$ cat src/pkg/xb_consts.svh
/*
  constants for the expansion-bus master: widths, control codes, timing.
  assumes a 50 MHz logic clock and a clockless bus sampled through flops.
*/
`ifndef XB_CONSTS_SVH
`define XB_CONSTS_SVH

`define XB_ADDR_W 18
`define XB_DATA_W 16
`define XB_CTL_W 2
`define XB_WORDS_W 8

// transfer type codes on the control lines
`define XB_CTL_READ 2'h0
`define XB_CTL_IDLE 2'h0
// address step between words, in bytes
`define XB_ADDR_STEP 18'h00002

`define XB_CLK_PERIOD_NS 20
// settling and decode time before the strobe
`define XB_SETTLE_NS 150
// skew allowance between acknowledge and data
`define XB_SKEW_NS 100
// hold of address and control after the strobe drops
`define XB_HOLD_NS 100
// arbiter gives up a grant left unanswered this long
`define XB_GRANT_TMO_NS 5000
// least times: round up to whole cycles
`define XB_SETTLE_CYC ((`XB_SETTLE_NS + `XB_CLK_PERIOD_NS - 1) / `XB_CLK_PERIOD_NS)
`define XB_SKEW_CYC ((`XB_SKEW_NS + `XB_CLK_PERIOD_NS - 1) / `XB_CLK_PERIOD_NS)
`define XB_HOLD_CYC ((`XB_HOLD_NS + `XB_CLK_PERIOD_NS - 1) / `XB_CLK_PERIOD_NS)
`define XB_GRANT_TMO_CYC (`XB_GRANT_TMO_NS / `XB_CLK_PERIOD_NS)
`define XB_CNT_W 4

`endif

$ cat src/pkg/xb_pkg.sv
/*
  types for the expansion-bus master.
  assumes xb_consts.svh is on the include path.
*/
`include "xb_consts.svh"
package xb_pkg;

  typedef enum logic [1:0] {
    XB_KIND_READ = 2'h0,
    XB_KIND_INTERRUPT_REQUEST_LINE = 2'h1,
    XB_KIND_READ_INTERRUPT_REQUEST_LINE = 2'h2
  } xb_kind_e;

  typedef struct packed {
    xb_kind_e kind;
    logic [`XB_ADDR_W-1:0] addr;
    logic [`XB_WORDS_W-1:0] words;
    logic [`XB_DATA_W-1:0] vector;
  } xb_cmd_s;

  typedef enum logic [3:0] {
    XB_ST_IDLE = 4'h0,
    XB_ST_REQ = 4'h1,
    XB_ST_WAIT_BUS = 4'h2,
    XB_ST_SETTLE = 4'h3,
    XB_ST_STROBE = 4'h4,
    XB_ST_SKEW = 4'h5,
    XB_ST_WAIT_DROP = 4'h6,
    XB_ST_HOLD = 4'h7,
    XB_ST_INTERRUPT_REQUEST_LINE = 4'h8
  } xb_state_e;

endpackage

$ cat src/xb_sync.sv
/*
  three-flop input synchroniser; output follows once stages two and
  three agree. assumes one clock, synchronous active-high reset.
*/
module xb_sync #(
  parameter int W = 1
) (
  // clock and reset
  input wire logic clk,
  input wire logic reset,
  // asynchronous input and its clean copy
  input wire logic [W-1:0] d,
  output logic [W-1:0] q
);
  logic [W-1:0] s1_reg;
  logic [W-1:0] s2_reg;
  logic [W-1:0] s3_reg;

  always_ff @(posedge clk) begin
    if (reset) begin
      s1_reg <= '0;
      s2_reg <= '0;
      s3_reg <= '0;
    end else begin
      s1_reg <= d;
      s2_reg <= s1_reg;
      s3_reg <= s2_reg;
    end
  end

  always_ff @(posedge clk) begin
    if (reset) begin
      q <= '0;
    end else if (s2_reg == s3_reg) begin
      q <= s3_reg;
    end
  end
endmodule

$ cat src/xb_master.sv
/*
  bus master device: wins the bus by priority request, runs multi-word
  read transfers and one vectored interrupt per tenure.
  assumes processor, arbiter and slaves keep their side of the handshake.
*/
`include "xb_consts.svh"
module xb_master #(
  parameter int SETTLE_CYC = `XB_SETTLE_CYC,
  parameter int SKEW_CYC = `XB_SKEW_CYC,
  parameter int HOLD_CYC = `XB_HOLD_CYC
) (
  // clock and reset
  input wire logic clk,
  input wire logic reset,
  // command port
  input wire logic cmd_valid,
  input wire xb_pkg::xb_cmd_s cmd,
  output logic cmd_ready,
  output logic [`XB_DATA_W-1:0] rd_data,
  output logic rd_valid,
  output logic done,
  // arbitration pins
  output logic priority_bus_request,
  input wire logic priority_bus_grant,
  output logic selection_acknowledge,
  output logic bus_busy,
  input wire logic bus_busy_in,
  // transfer pins
  output logic [`XB_ADDR_W-1:0] bus_addr,
  output logic [`XB_CTL_W-1:0] bus_ctl,
  output logic master_strobe,
  input wire logic slave_acknowledge,
  output logic interrupt_request_line,
  input wire logic [`XB_DATA_W-1:0] data_in,
  output logic [`XB_DATA_W-1:0] data_out,
  output logic data_oe_n
);
  xb_pkg::xb_state_e state_reg;
  xb_pkg::xb_cmd_s cmd_reg;
  logic [`XB_WORDS_W-1:0] left_reg;
  logic [`XB_CNT_W-1:0] cnt_reg;
  logic grant_s;
  logic busy_s;
  logic ack_s;
  logic [`XB_DATA_W-1:0] data_s;
  logic cnt_zero;
  logic want_interrupt_request_line;

  xb_sync #(.W(3)) u_sync_ctl (
    .clk(clk),
    .reset(reset),
    .d({priority_bus_grant, bus_busy_in, slave_acknowledge}),
    .q({grant_s, busy_s, ack_s})
  );

  xb_sync #(.W(`XB_DATA_W)) u_sync_data (
    .clk(clk),
    .reset(reset),
    .d(data_in),
    .q(data_s)
  );

  assign cnt_zero = (cnt_reg == '0);
  assign want_interrupt_request_line = (cmd_reg.kind != xb_pkg::XB_KIND_READ);

  // sequencer and bus pins
  always_ff @(posedge clk) begin
    if (reset) begin
      state_reg <= xb_pkg::XB_ST_IDLE;
      cmd_reg <= '0;
      left_reg <= '0;
      cnt_reg <= '0;
      cmd_ready <= 1'b0;
      priority_bus_request <= 1'b0;
      selection_acknowledge <= 1'b0;
      bus_busy <= 1'b0;
      bus_addr <= '0;
      bus_ctl <= `XB_CTL_IDLE;
      master_strobe <= 1'b0;
      interrupt_request_line <= 1'b0;
      data_out <= '0;
      data_oe_n <= 1'b1;
    end else begin
      case (state_reg)
        xb_pkg::XB_ST_IDLE: begin
          cmd_ready <= 1'b1;
          if (cmd_valid && cmd_ready) begin
            cmd_ready <= 1'b0;
            cmd_reg <= cmd;
            left_reg <= cmd.words;
            priority_bus_request <= 1'b1;
            state_reg <= xb_pkg::XB_ST_REQ;
          end
        end
        xb_pkg::XB_ST_REQ: begin
          if (grant_s) begin
            selection_acknowledge <= 1'b1;
            priority_bus_request <= 1'b0;
            state_reg <= xb_pkg::XB_ST_WAIT_BUS;
          end
        end
        xb_pkg::XB_ST_WAIT_BUS: begin
          if (!grant_s && !busy_s && !ack_s) begin
            bus_busy <= 1'b1;
            if (cmd_reg.kind == xb_pkg::XB_KIND_INTERRUPT_REQUEST_LINE ||
                left_reg == '0) begin
              selection_acknowledge <= 1'b0;
              interrupt_request_line <= 1'b1;
              data_out <= cmd_reg.vector;
              data_oe_n <= 1'b0;
              state_reg <= xb_pkg::XB_ST_INTERRUPT_REQUEST_LINE;
            end else begin
              bus_addr <= cmd_reg.addr;
              bus_ctl <= `XB_CTL_READ;
              data_oe_n <= 1'b1;
              if (left_reg == 8'h01 && !want_interrupt_request_line) begin
                selection_acknowledge <= 1'b0;
              end
              cnt_reg <= `XB_CNT_W'(SETTLE_CYC);
              state_reg <= xb_pkg::XB_ST_SETTLE;
            end
          end
        end
        xb_pkg::XB_ST_SETTLE: begin
          if (cnt_zero) begin
            master_strobe <= 1'b1;
            state_reg <= xb_pkg::XB_ST_STROBE;
          end else begin
            cnt_reg <= cnt_reg - 1'b1;
          end
        end
        xb_pkg::XB_ST_STROBE: begin
          if (ack_s) begin
            cnt_reg <= `XB_CNT_W'(SKEW_CYC);
            state_reg <= xb_pkg::XB_ST_SKEW;
          end
        end
        xb_pkg::XB_ST_SKEW: begin
          if (cnt_zero) begin
            master_strobe <= 1'b0;
            state_reg <= xb_pkg::XB_ST_WAIT_DROP;
          end else begin
            cnt_reg <= cnt_reg - 1'b1;
          end
        end
        xb_pkg::XB_ST_WAIT_DROP: begin
          if (!ack_s) begin
            cnt_reg <= `XB_CNT_W'(HOLD_CYC);
            left_reg <= left_reg - 1'b1;
            state_reg <= xb_pkg::XB_ST_HOLD;
          end
        end
        xb_pkg::XB_ST_HOLD: begin
          if (!cnt_zero) begin
            cnt_reg <= cnt_reg - 1'b1;
          end else if (left_reg != '0) begin
            bus_addr <= bus_addr + `XB_ADDR_STEP;
            if (left_reg == 8'h01 && !want_interrupt_request_line) begin
              selection_acknowledge <= 1'b0;
            end
            cnt_reg <= `XB_CNT_W'(SETTLE_CYC);
            state_reg <= xb_pkg::XB_ST_SETTLE;
          end else if (want_interrupt_request_line) begin
            bus_addr <= '0;
            bus_ctl <= `XB_CTL_IDLE;
            selection_acknowledge <= 1'b0;
            interrupt_request_line <= 1'b1;
            data_out <= cmd_reg.vector;
            data_oe_n <= 1'b0;
            state_reg <= xb_pkg::XB_ST_INTERRUPT_REQUEST_LINE;
          end else begin
            bus_addr <= '0;
            bus_ctl <= `XB_CTL_IDLE;
            bus_busy <= 1'b0;
            state_reg <= xb_pkg::XB_ST_IDLE;
          end
        end
        xb_pkg::XB_ST_INTERRUPT_REQUEST_LINE: begin
          if (ack_s) begin
            interrupt_request_line <= 1'b0;
            data_oe_n <= 1'b1;
            data_out <= '0;
            bus_busy <= 1'b0;
            state_reg <= xb_pkg::XB_ST_IDLE;
          end
        end
        default: begin
          state_reg <= xb_pkg::XB_ST_IDLE;
        end
      endcase
    end
  end

  always_ff @(posedge clk) begin
    if (reset) begin
      rd_data <= '0;
      rd_valid <= 1'b0;
    end else begin
      rd_valid <= 1'b0;
      if (state_reg == xb_pkg::XB_ST_SKEW && cnt_zero) begin
        rd_data <= data_s;
        rd_valid <= 1'b1;
      end
    end
  end

  // end of tenure pulse
  always_ff @(posedge clk) begin
    if (reset) begin
      done <= 1'b0;
    end else begin
      done <= (state_reg == xb_pkg::XB_ST_INTERRUPT_REQUEST_LINE && ack_s) ||
              (state_reg == xb_pkg::XB_ST_HOLD && cnt_zero &&
               left_reg == '0 && !want_interrupt_request_line);
    end
  end
endmodule

$ cat config.mk
export PLATFORM = sky130hd
export DESIGN_NAME = xb_master
export DESIGN_NICKNAME = d
export VERILOG_FILES = /design/src/pkg/xb_pkg.sv /design/src/xb_sync.sv /design/src/xb_master.sv
export VERILOG_INCLUDE_DIRS = /design/src /design/src/pkg
export SDC_FILE = /design/constraint.sdc
export NUM_CORES = 1
export LEC_CHECK = 0
export BUFFER_PORTS_ARGS = -buffer_cell sky130_fd_sc_hd__buf_4
export CORE_MARGIN = 5
export CORE_UTILIZATION = 51
export CTS_BUF_LIST = sky130_fd_sc_hd__clkbuf_16
export CTS_CLUSTER_DIAMETER = 100
export DETAILED_ROUTE_END_ITERATION = 10
export GPL_ROUTABILITY_DRIVEN = 0
export GPL_TIMING_DRIVEN = 1
export PLACE_DENSITY = 0.76
export SYNTH_ARGS = -nofsm -noshare
export SYNTH_HDL_FRONTEND = slang
export SYNTH_SLANG_ARGS = --single-unit
$ cat constraint.sdc
create_clock -name clk -period 2.3 [get_ports clk]
set_input_delay 0.115 -clock clk [delete_from_list [all_inputs] [get_ports clk]]
set_output_delay 0.115 -clock clk [all_outputs]
set_load 0.01 [all_outputs]
==> results.toml, run 1 <==
[floorplanning]
die-area_mm2 = 0.0178
io_pins = 127
placementRows = 45
start_util = 0.515
die_h_um = 133
die_w_um = 133
core_mm2 = 0.0151

[final_layout]
fill_cells = 1175
multiInputGateArea_mm2 = 0.00375
area_growth_pct = 32.6
drive_above_1_share = 0.211
layout_commonest_cell = "dfxtp_1"
largest_register_ffs = 36
final_cell_mix = "187 x dfxtp_1, 163 x buf_4, 132 x nand2_1"
finalNetCount = 1135
antenna-diode-count = 0
regArea_mm2 = 0.00374

[worst_setup_path]
end_kind = "flip-flop"
required_ps = 2630
r2r_slack_ps = 120
crit_slowest_cell = "or4_4"
worstSetupPathType = "reg -> reg"
crit_chain = "inv_1 -> ha_2 -> or3b_4 -> nor2_4 -> o2bb2ai_2 -> or4_4 -> o31a_1"
max_stage_delay_ps = 490
path_buf_inv = 1
cp_top_family = "simple AND/OR/NAND/NOR gates"
crit_fanout = 5
crit_path_start_kind = "flip-flop"
arrival_ps = 2500

[logic_synthesis]
ys_types = 76
postSynthCellCount = 882
synthFlopType = "dfxtp_1"
synth_edf_count = 0
ys_warn_count = 0
synth_top_area_share = 0.482
synthTopCellsByArea = "dfxtp_1 48%, a21oi_1 7.1%, nand2_1 6.4%"
syn_area_mm2 = 0.00777
ys_seq_elements = 187
synth_top_area_cell = "dfxtp_1"
synth-seq-area-share = 0.482
synth_area_per_cell_um2 = 8.81
synthArstFlopShare = 0

[sta]
period_needed_ps = 2180
skew_ps = 13.9
worst_pin_slew_ps = 582
finalMaxSlewViolations = 0
hold_ws_ps = 48.6
setup_tns_ps = 0
finalSetupViolCount = 0
min_period_over_period = 0.947
rsz0062_at_grt = "false"
fmax_ghz = 0.459
slew_headroom = 0.612
hold_viol = 0

[pwr]
p_sw_mw = 3.00
finalPower_mw = 9.03
cellLeakagePower_nw = 3.95
p_clk_frac = 0.341
swShare = 0.332
power_density_mw_per_mm2 = 877
pwr-share-comb = 0.248
ir_drop_mv = 0.663
internal_power_mw = 6.04
pwr-share-seq = 0.411

[global_routing]
grt_pass1_wl_um = 32400
first_global_vias = 6646
gr-total-overflow = 0
grt_use_total = 0.219
grt_antenna_before_repair = 0
grt_max_degree = 75

[drt]
drtAntennaViolNets = 0
drt-initial-drc-count = 494
routedWlPerCell_um = 15.4
viasPerCell = 5.51
wl_um = 19500
route.detailed.drc = 0
via_count = 6972
dr.pass1.iters = 5

[clock_network]
cts_made_buffers = 17
cts_sinks = 187
htreeDepth = 4
clk_transition_reported_paths_ps = 80
clockBufferDepth = 2
insertion_delay_ps = 440
clockRootBuffer = "clkbuf_16"
tritoncts = "done"

[placement]
dp_hpwl_um = 12400
numPortBuffers = 124

[hold_path]
min_path_type = "in -> reg"

[run_status]
status = "complete, no violations"

[job]
cap_violations = 0
-- logic make-up (layout without fill, tap and decap cells) --
group           after synthesis  in the layout  synth area share
compound gates              222            222             0.185
xor+xnor                     25             25            0.0282
fa+ha+maj                     4              4           0.00644
buf+inv                      72            267            0.0417
flops                       187            187             0.482
mux                          17             17            0.0219
other cells                   1              2          0.000483
simple gates                354            354             0.235
-- power by group through the flow --
stage	Combinational, mW	Sequential (mW)	Clock [mW]
2_1_floorplan	1.42	3.73	0
3_3_place_gp	2.04	3.77	0
3_5_place_dp	2.07	3.78	0
4_1_cts	2.20	3.71	3.12
5_1_grt	2.43	3.75	3.26
6_report	2.24	3.71	3.08
-- cell usage after synthesis (all sizes together), types with 6 or more instances --
| cell type | count |
|---|---|
| nand4 | 10 |
| buf | 24 |
| nor4 | 7 |
| o21ai | 39 |
| nand3 | 8 |
| clkbuf | 37 |
| nor2b | 58 |
| nand4b | 17 |
| nor3 | 18 |
| a211oi | 10 |
| inv | 11 |
| a22oi | 8 |
| nand2 | 133 |
| xnor2 | 21 |
| a21oi | 110 |
| dfxtp | 187 |
| a221oi | 6 |
| nor2 | 64 |
| mux2i | 17 |
| and2 | 6 |
-- layer usage --
layer,GRT usage,routed length (um),vias to the layer above
met5,0,0,-
met4,0.0794,398,0
met3,0.0472,1070,31
met2,0.378,9760,216
met1,0.272,8320,3270
li1,-,-,3455
-- per-stage QoR --
| stage | std cells | setup WS (ps) | util | instance area (um^2) |
|---|---|---|---|---|
| global placement | 1178 | 92.0 | 0.600 | 9060 |
| finish | 1266 | 122 | 0.683 | 10300 |
| detailed placement | 1178 | 26.1 | 0.600 | 9060 |
| CTS | 1265 | 72.8 | 0.681 | 10300 |
| floorplan | 883 | 164 | - | 7770 |
| global route | 1266 | 21.6 | 0.683 | 10300 |
-- tightest hold or removal path, cell delays in order --
cell	delay, ps
buf_4	80
a21oi_1	50
a2bb2oi_1	120
nor2_1	70
-- worst paths after layout --
kind,end,startpoint,cells past startpoint
setup reg to reg,data_oe_n,left_reg[1],7
hold / removal,left_reg[5],cmd[21],4
hold reg to reg,u_sync_data.s2_reg[12],u_sync_data.s1_reg[12],1
setup / recovery,data_oe_n,left_reg[1],7
-- what timing repair did --
item,CTS,global route
pin swaps,0,1
resized for setup,3,2
endpoints found under the hold margin,55,0
buffers inserted,0,1
endpoints found under the setup margin,12,12
hold buffers,55,0
-- layout make-up --
| type | instances | share of cell area |
|---|---|---|
| clock buffers | 17 | 0.0413 |
| clock inverters | 15 | 0.0214 |
| inverters | 11 | 0.00401 |
| multi-input cells | 624 | 0.364 |
| flip-flops and latches | 187 | 0.363 |
| well taps | 188 | 0.0228 |
| repair buffers | 224 | 0.183 |
No activity file was read; power rests on OpenSTA's default activity.
==> inputs of run 2 (changes only) <==
- CORE_UTILIZATION: 51 -> 56
- PLACE_DENSITY: 0.76 -> 0.79
- clock period: 2.3 -> 2.09 ns (I/O delays scaled with it)
==> results.toml, run 2 (synthesis results as in run 1) <==
[final_layout]
finalNetCount = 1155
fill_cells = 945
largest_register_ffs = 36
layout_commonest_cell = "dfxtp_1"
antenna-diode-count = 0
area_growth_pct = 35.0
multiInputGateArea_mm2 = 0.00382
regArea_mm2 = 0.00375
final_cell_mix = "183 x dfxtp_1, 181 x buf_4, 131 x nand2_1"
drive_above_1_share = 0.238

[drt]
routedWlPerCell_um = 15.4
route.detailed.drc = 0
dr.pass1.iters = 5
drt-initial-drc-count = 589
wl_um = 19700
via_count = 7082
viasPerCell = 5.54
drtAntennaViolNets = 0

[sta]
setup_tns_ps = 0
min_period_over_period = 0.967
period_needed_ps = 2020
fin_ws_ps = 68.6
hold_ws_ps = 36.0
rsz0062_at_grt = "true"
worst_pin_slew_ps = 677
fmax_ghz = 0.495
finalSetupViolCount = 0
slew_headroom = 0.549
finalMaxSlewViolations = 0
hold_viol = 0
skew_ps = 9.72

[placement]
dp_hpwl_um = 12500
dp_slack_ps = 0.554
numPortBuffers = 124

[worst_setup_path]
crit_path_start_kind = "flip-flop"
end_kind = "flip-flop"
max_stage_delay_ps = 610
rr_startpoint = "left_reg[4]"
crit_top_cell = "or4_4"
arrival_ps = 2350
crit_slowest_cell = "or4_4"
r2r_slack_ps = 70
crit_chain = "or4_4 -> nor2_4 -> o2bb2ai_4 -> or4_4 -> o31a_1"
cp_top_family = "simple AND/OR/NAND/NOR gates"
required_ps = 2420
rr_worst_depth = 5
path_buf_inv = 0
crit_fanout = 7
worstReg2RegEnd = "data_oe_n"
worstSetupPathType = "reg -> reg"
critPathLaunch = "left_reg[4]"

[floorplanning]
io_pins = 127
die-area_mm2 = 0.0163
placementRows = 43
start_util = 0.566
die_h_um = 128
core_mm2 = 0.0137
die_w_um = 128

[clock_network]
tritoncts = "done"
cts_made_buffers = 17
clockBufferDepth = 2
clk_transition_reported_paths_ps = 70
insertion_delay_ps = 430
cts_sinks = 187
htreeDepth = 4
clockRootBuffer = "clkbuf_16"

[pwr]
pwr-share-seq = 0.408
power_density_mw_per_mm2 = 953
swShare = 0.324
cellLeakagePower_nw = 4.04
finalPower_mw = 9.99
internal_power_mw = 6.76
ir_drop_mv = 0.722
p_sw_mw = 3.23
p_clk_frac = 0.323
pwr-share-comb = 0.268

[job]
cap_violations = 0

[hold_path]
min_to = "left_reg[4]"
min_path_cells = 4
min_path_type = "in -> reg"
worstHoldStart = "cmd[20]"

[global_routing]
gr-total-overflow = 0
first_global_vias = 6684
grt_pass1_wl_um = 32300
grt_antenna_before_repair = 0
grt_max_degree = 89
grt_use_total = 0.241

[run_status]
status = "complete, no violations"
## run 2: layer usage
metal  track usage  up-vias  routed length [um]
met4        0.0911        0                 440
met5             0        -                   0
met2         0.404      228                9810
met3        0.0550       42                1090
li1              -     3497                   -
met1         0.302     3315                8400
## run 2: final cells by class
cell class | count | area share
clock buffer | 17 | 0.0406
clock inverter | 15 | 0.0181
inverter | 11 | 0.00394
multi-input combinational | 624 | 0.364
sequential | 187 | 0.357
tap | 180 | 0.0215
timing repair buffer | 244 | 0.194
## run 2: stage by stage
stage | cells | cell area (um^2) | util
floorplan | 883 | 7770 | -
global placement | 1182 | 9150 | 0.667
detailed placement | 1182 | 9150 | 0.667
CTS | 1269 | 10300 | 0.754
global route | 1278 | 10500 | 0.764
finish | 1278 | 10500 | 0.764
## run 2: worst max path at each step
stage	end	slack (ps)	depth (start not counted)
floorplan	cnt_reg[1]	70	7
global placement	bus_addr[5]	50	8
detailed placement	bus_addr[5]	0.6	8
CTS	cnt_reg[1]	10	8
global route	data_out[8]	-30	7
finish	data_oe_n	70	5
## run 2: tightest hold or removal path, delay by kind of cell
family	cells	cell delay (ps)
AO/OA/AOI/OAI	2	180
buffers and inverters	1	70
AND/OR/NAND/NOR	1	70
## run 2: power groups by stage
stage          sequential, mW  combinational (mW)  clock [mW]
2_1_floorplan            4.10                1.57           0
3_3_place_gp             4.14                2.32           0
3_5_place_dp             4.14                2.36           0
4_1_cts                  4.06                2.48        3.26
5_1_grt                  4.11                2.90        3.43
6_report                 4.08                2.68        3.23
## run 2: what timing repair did
action	4_1_cts	5_1_grt
hold buffers	55	0
gates cloned	0	1
pin swaps	0	5
gates resized for setup	3	22
hold endpoints to repair	55	0
setup endpoints to repair	9	35
buffers inserted	0	8
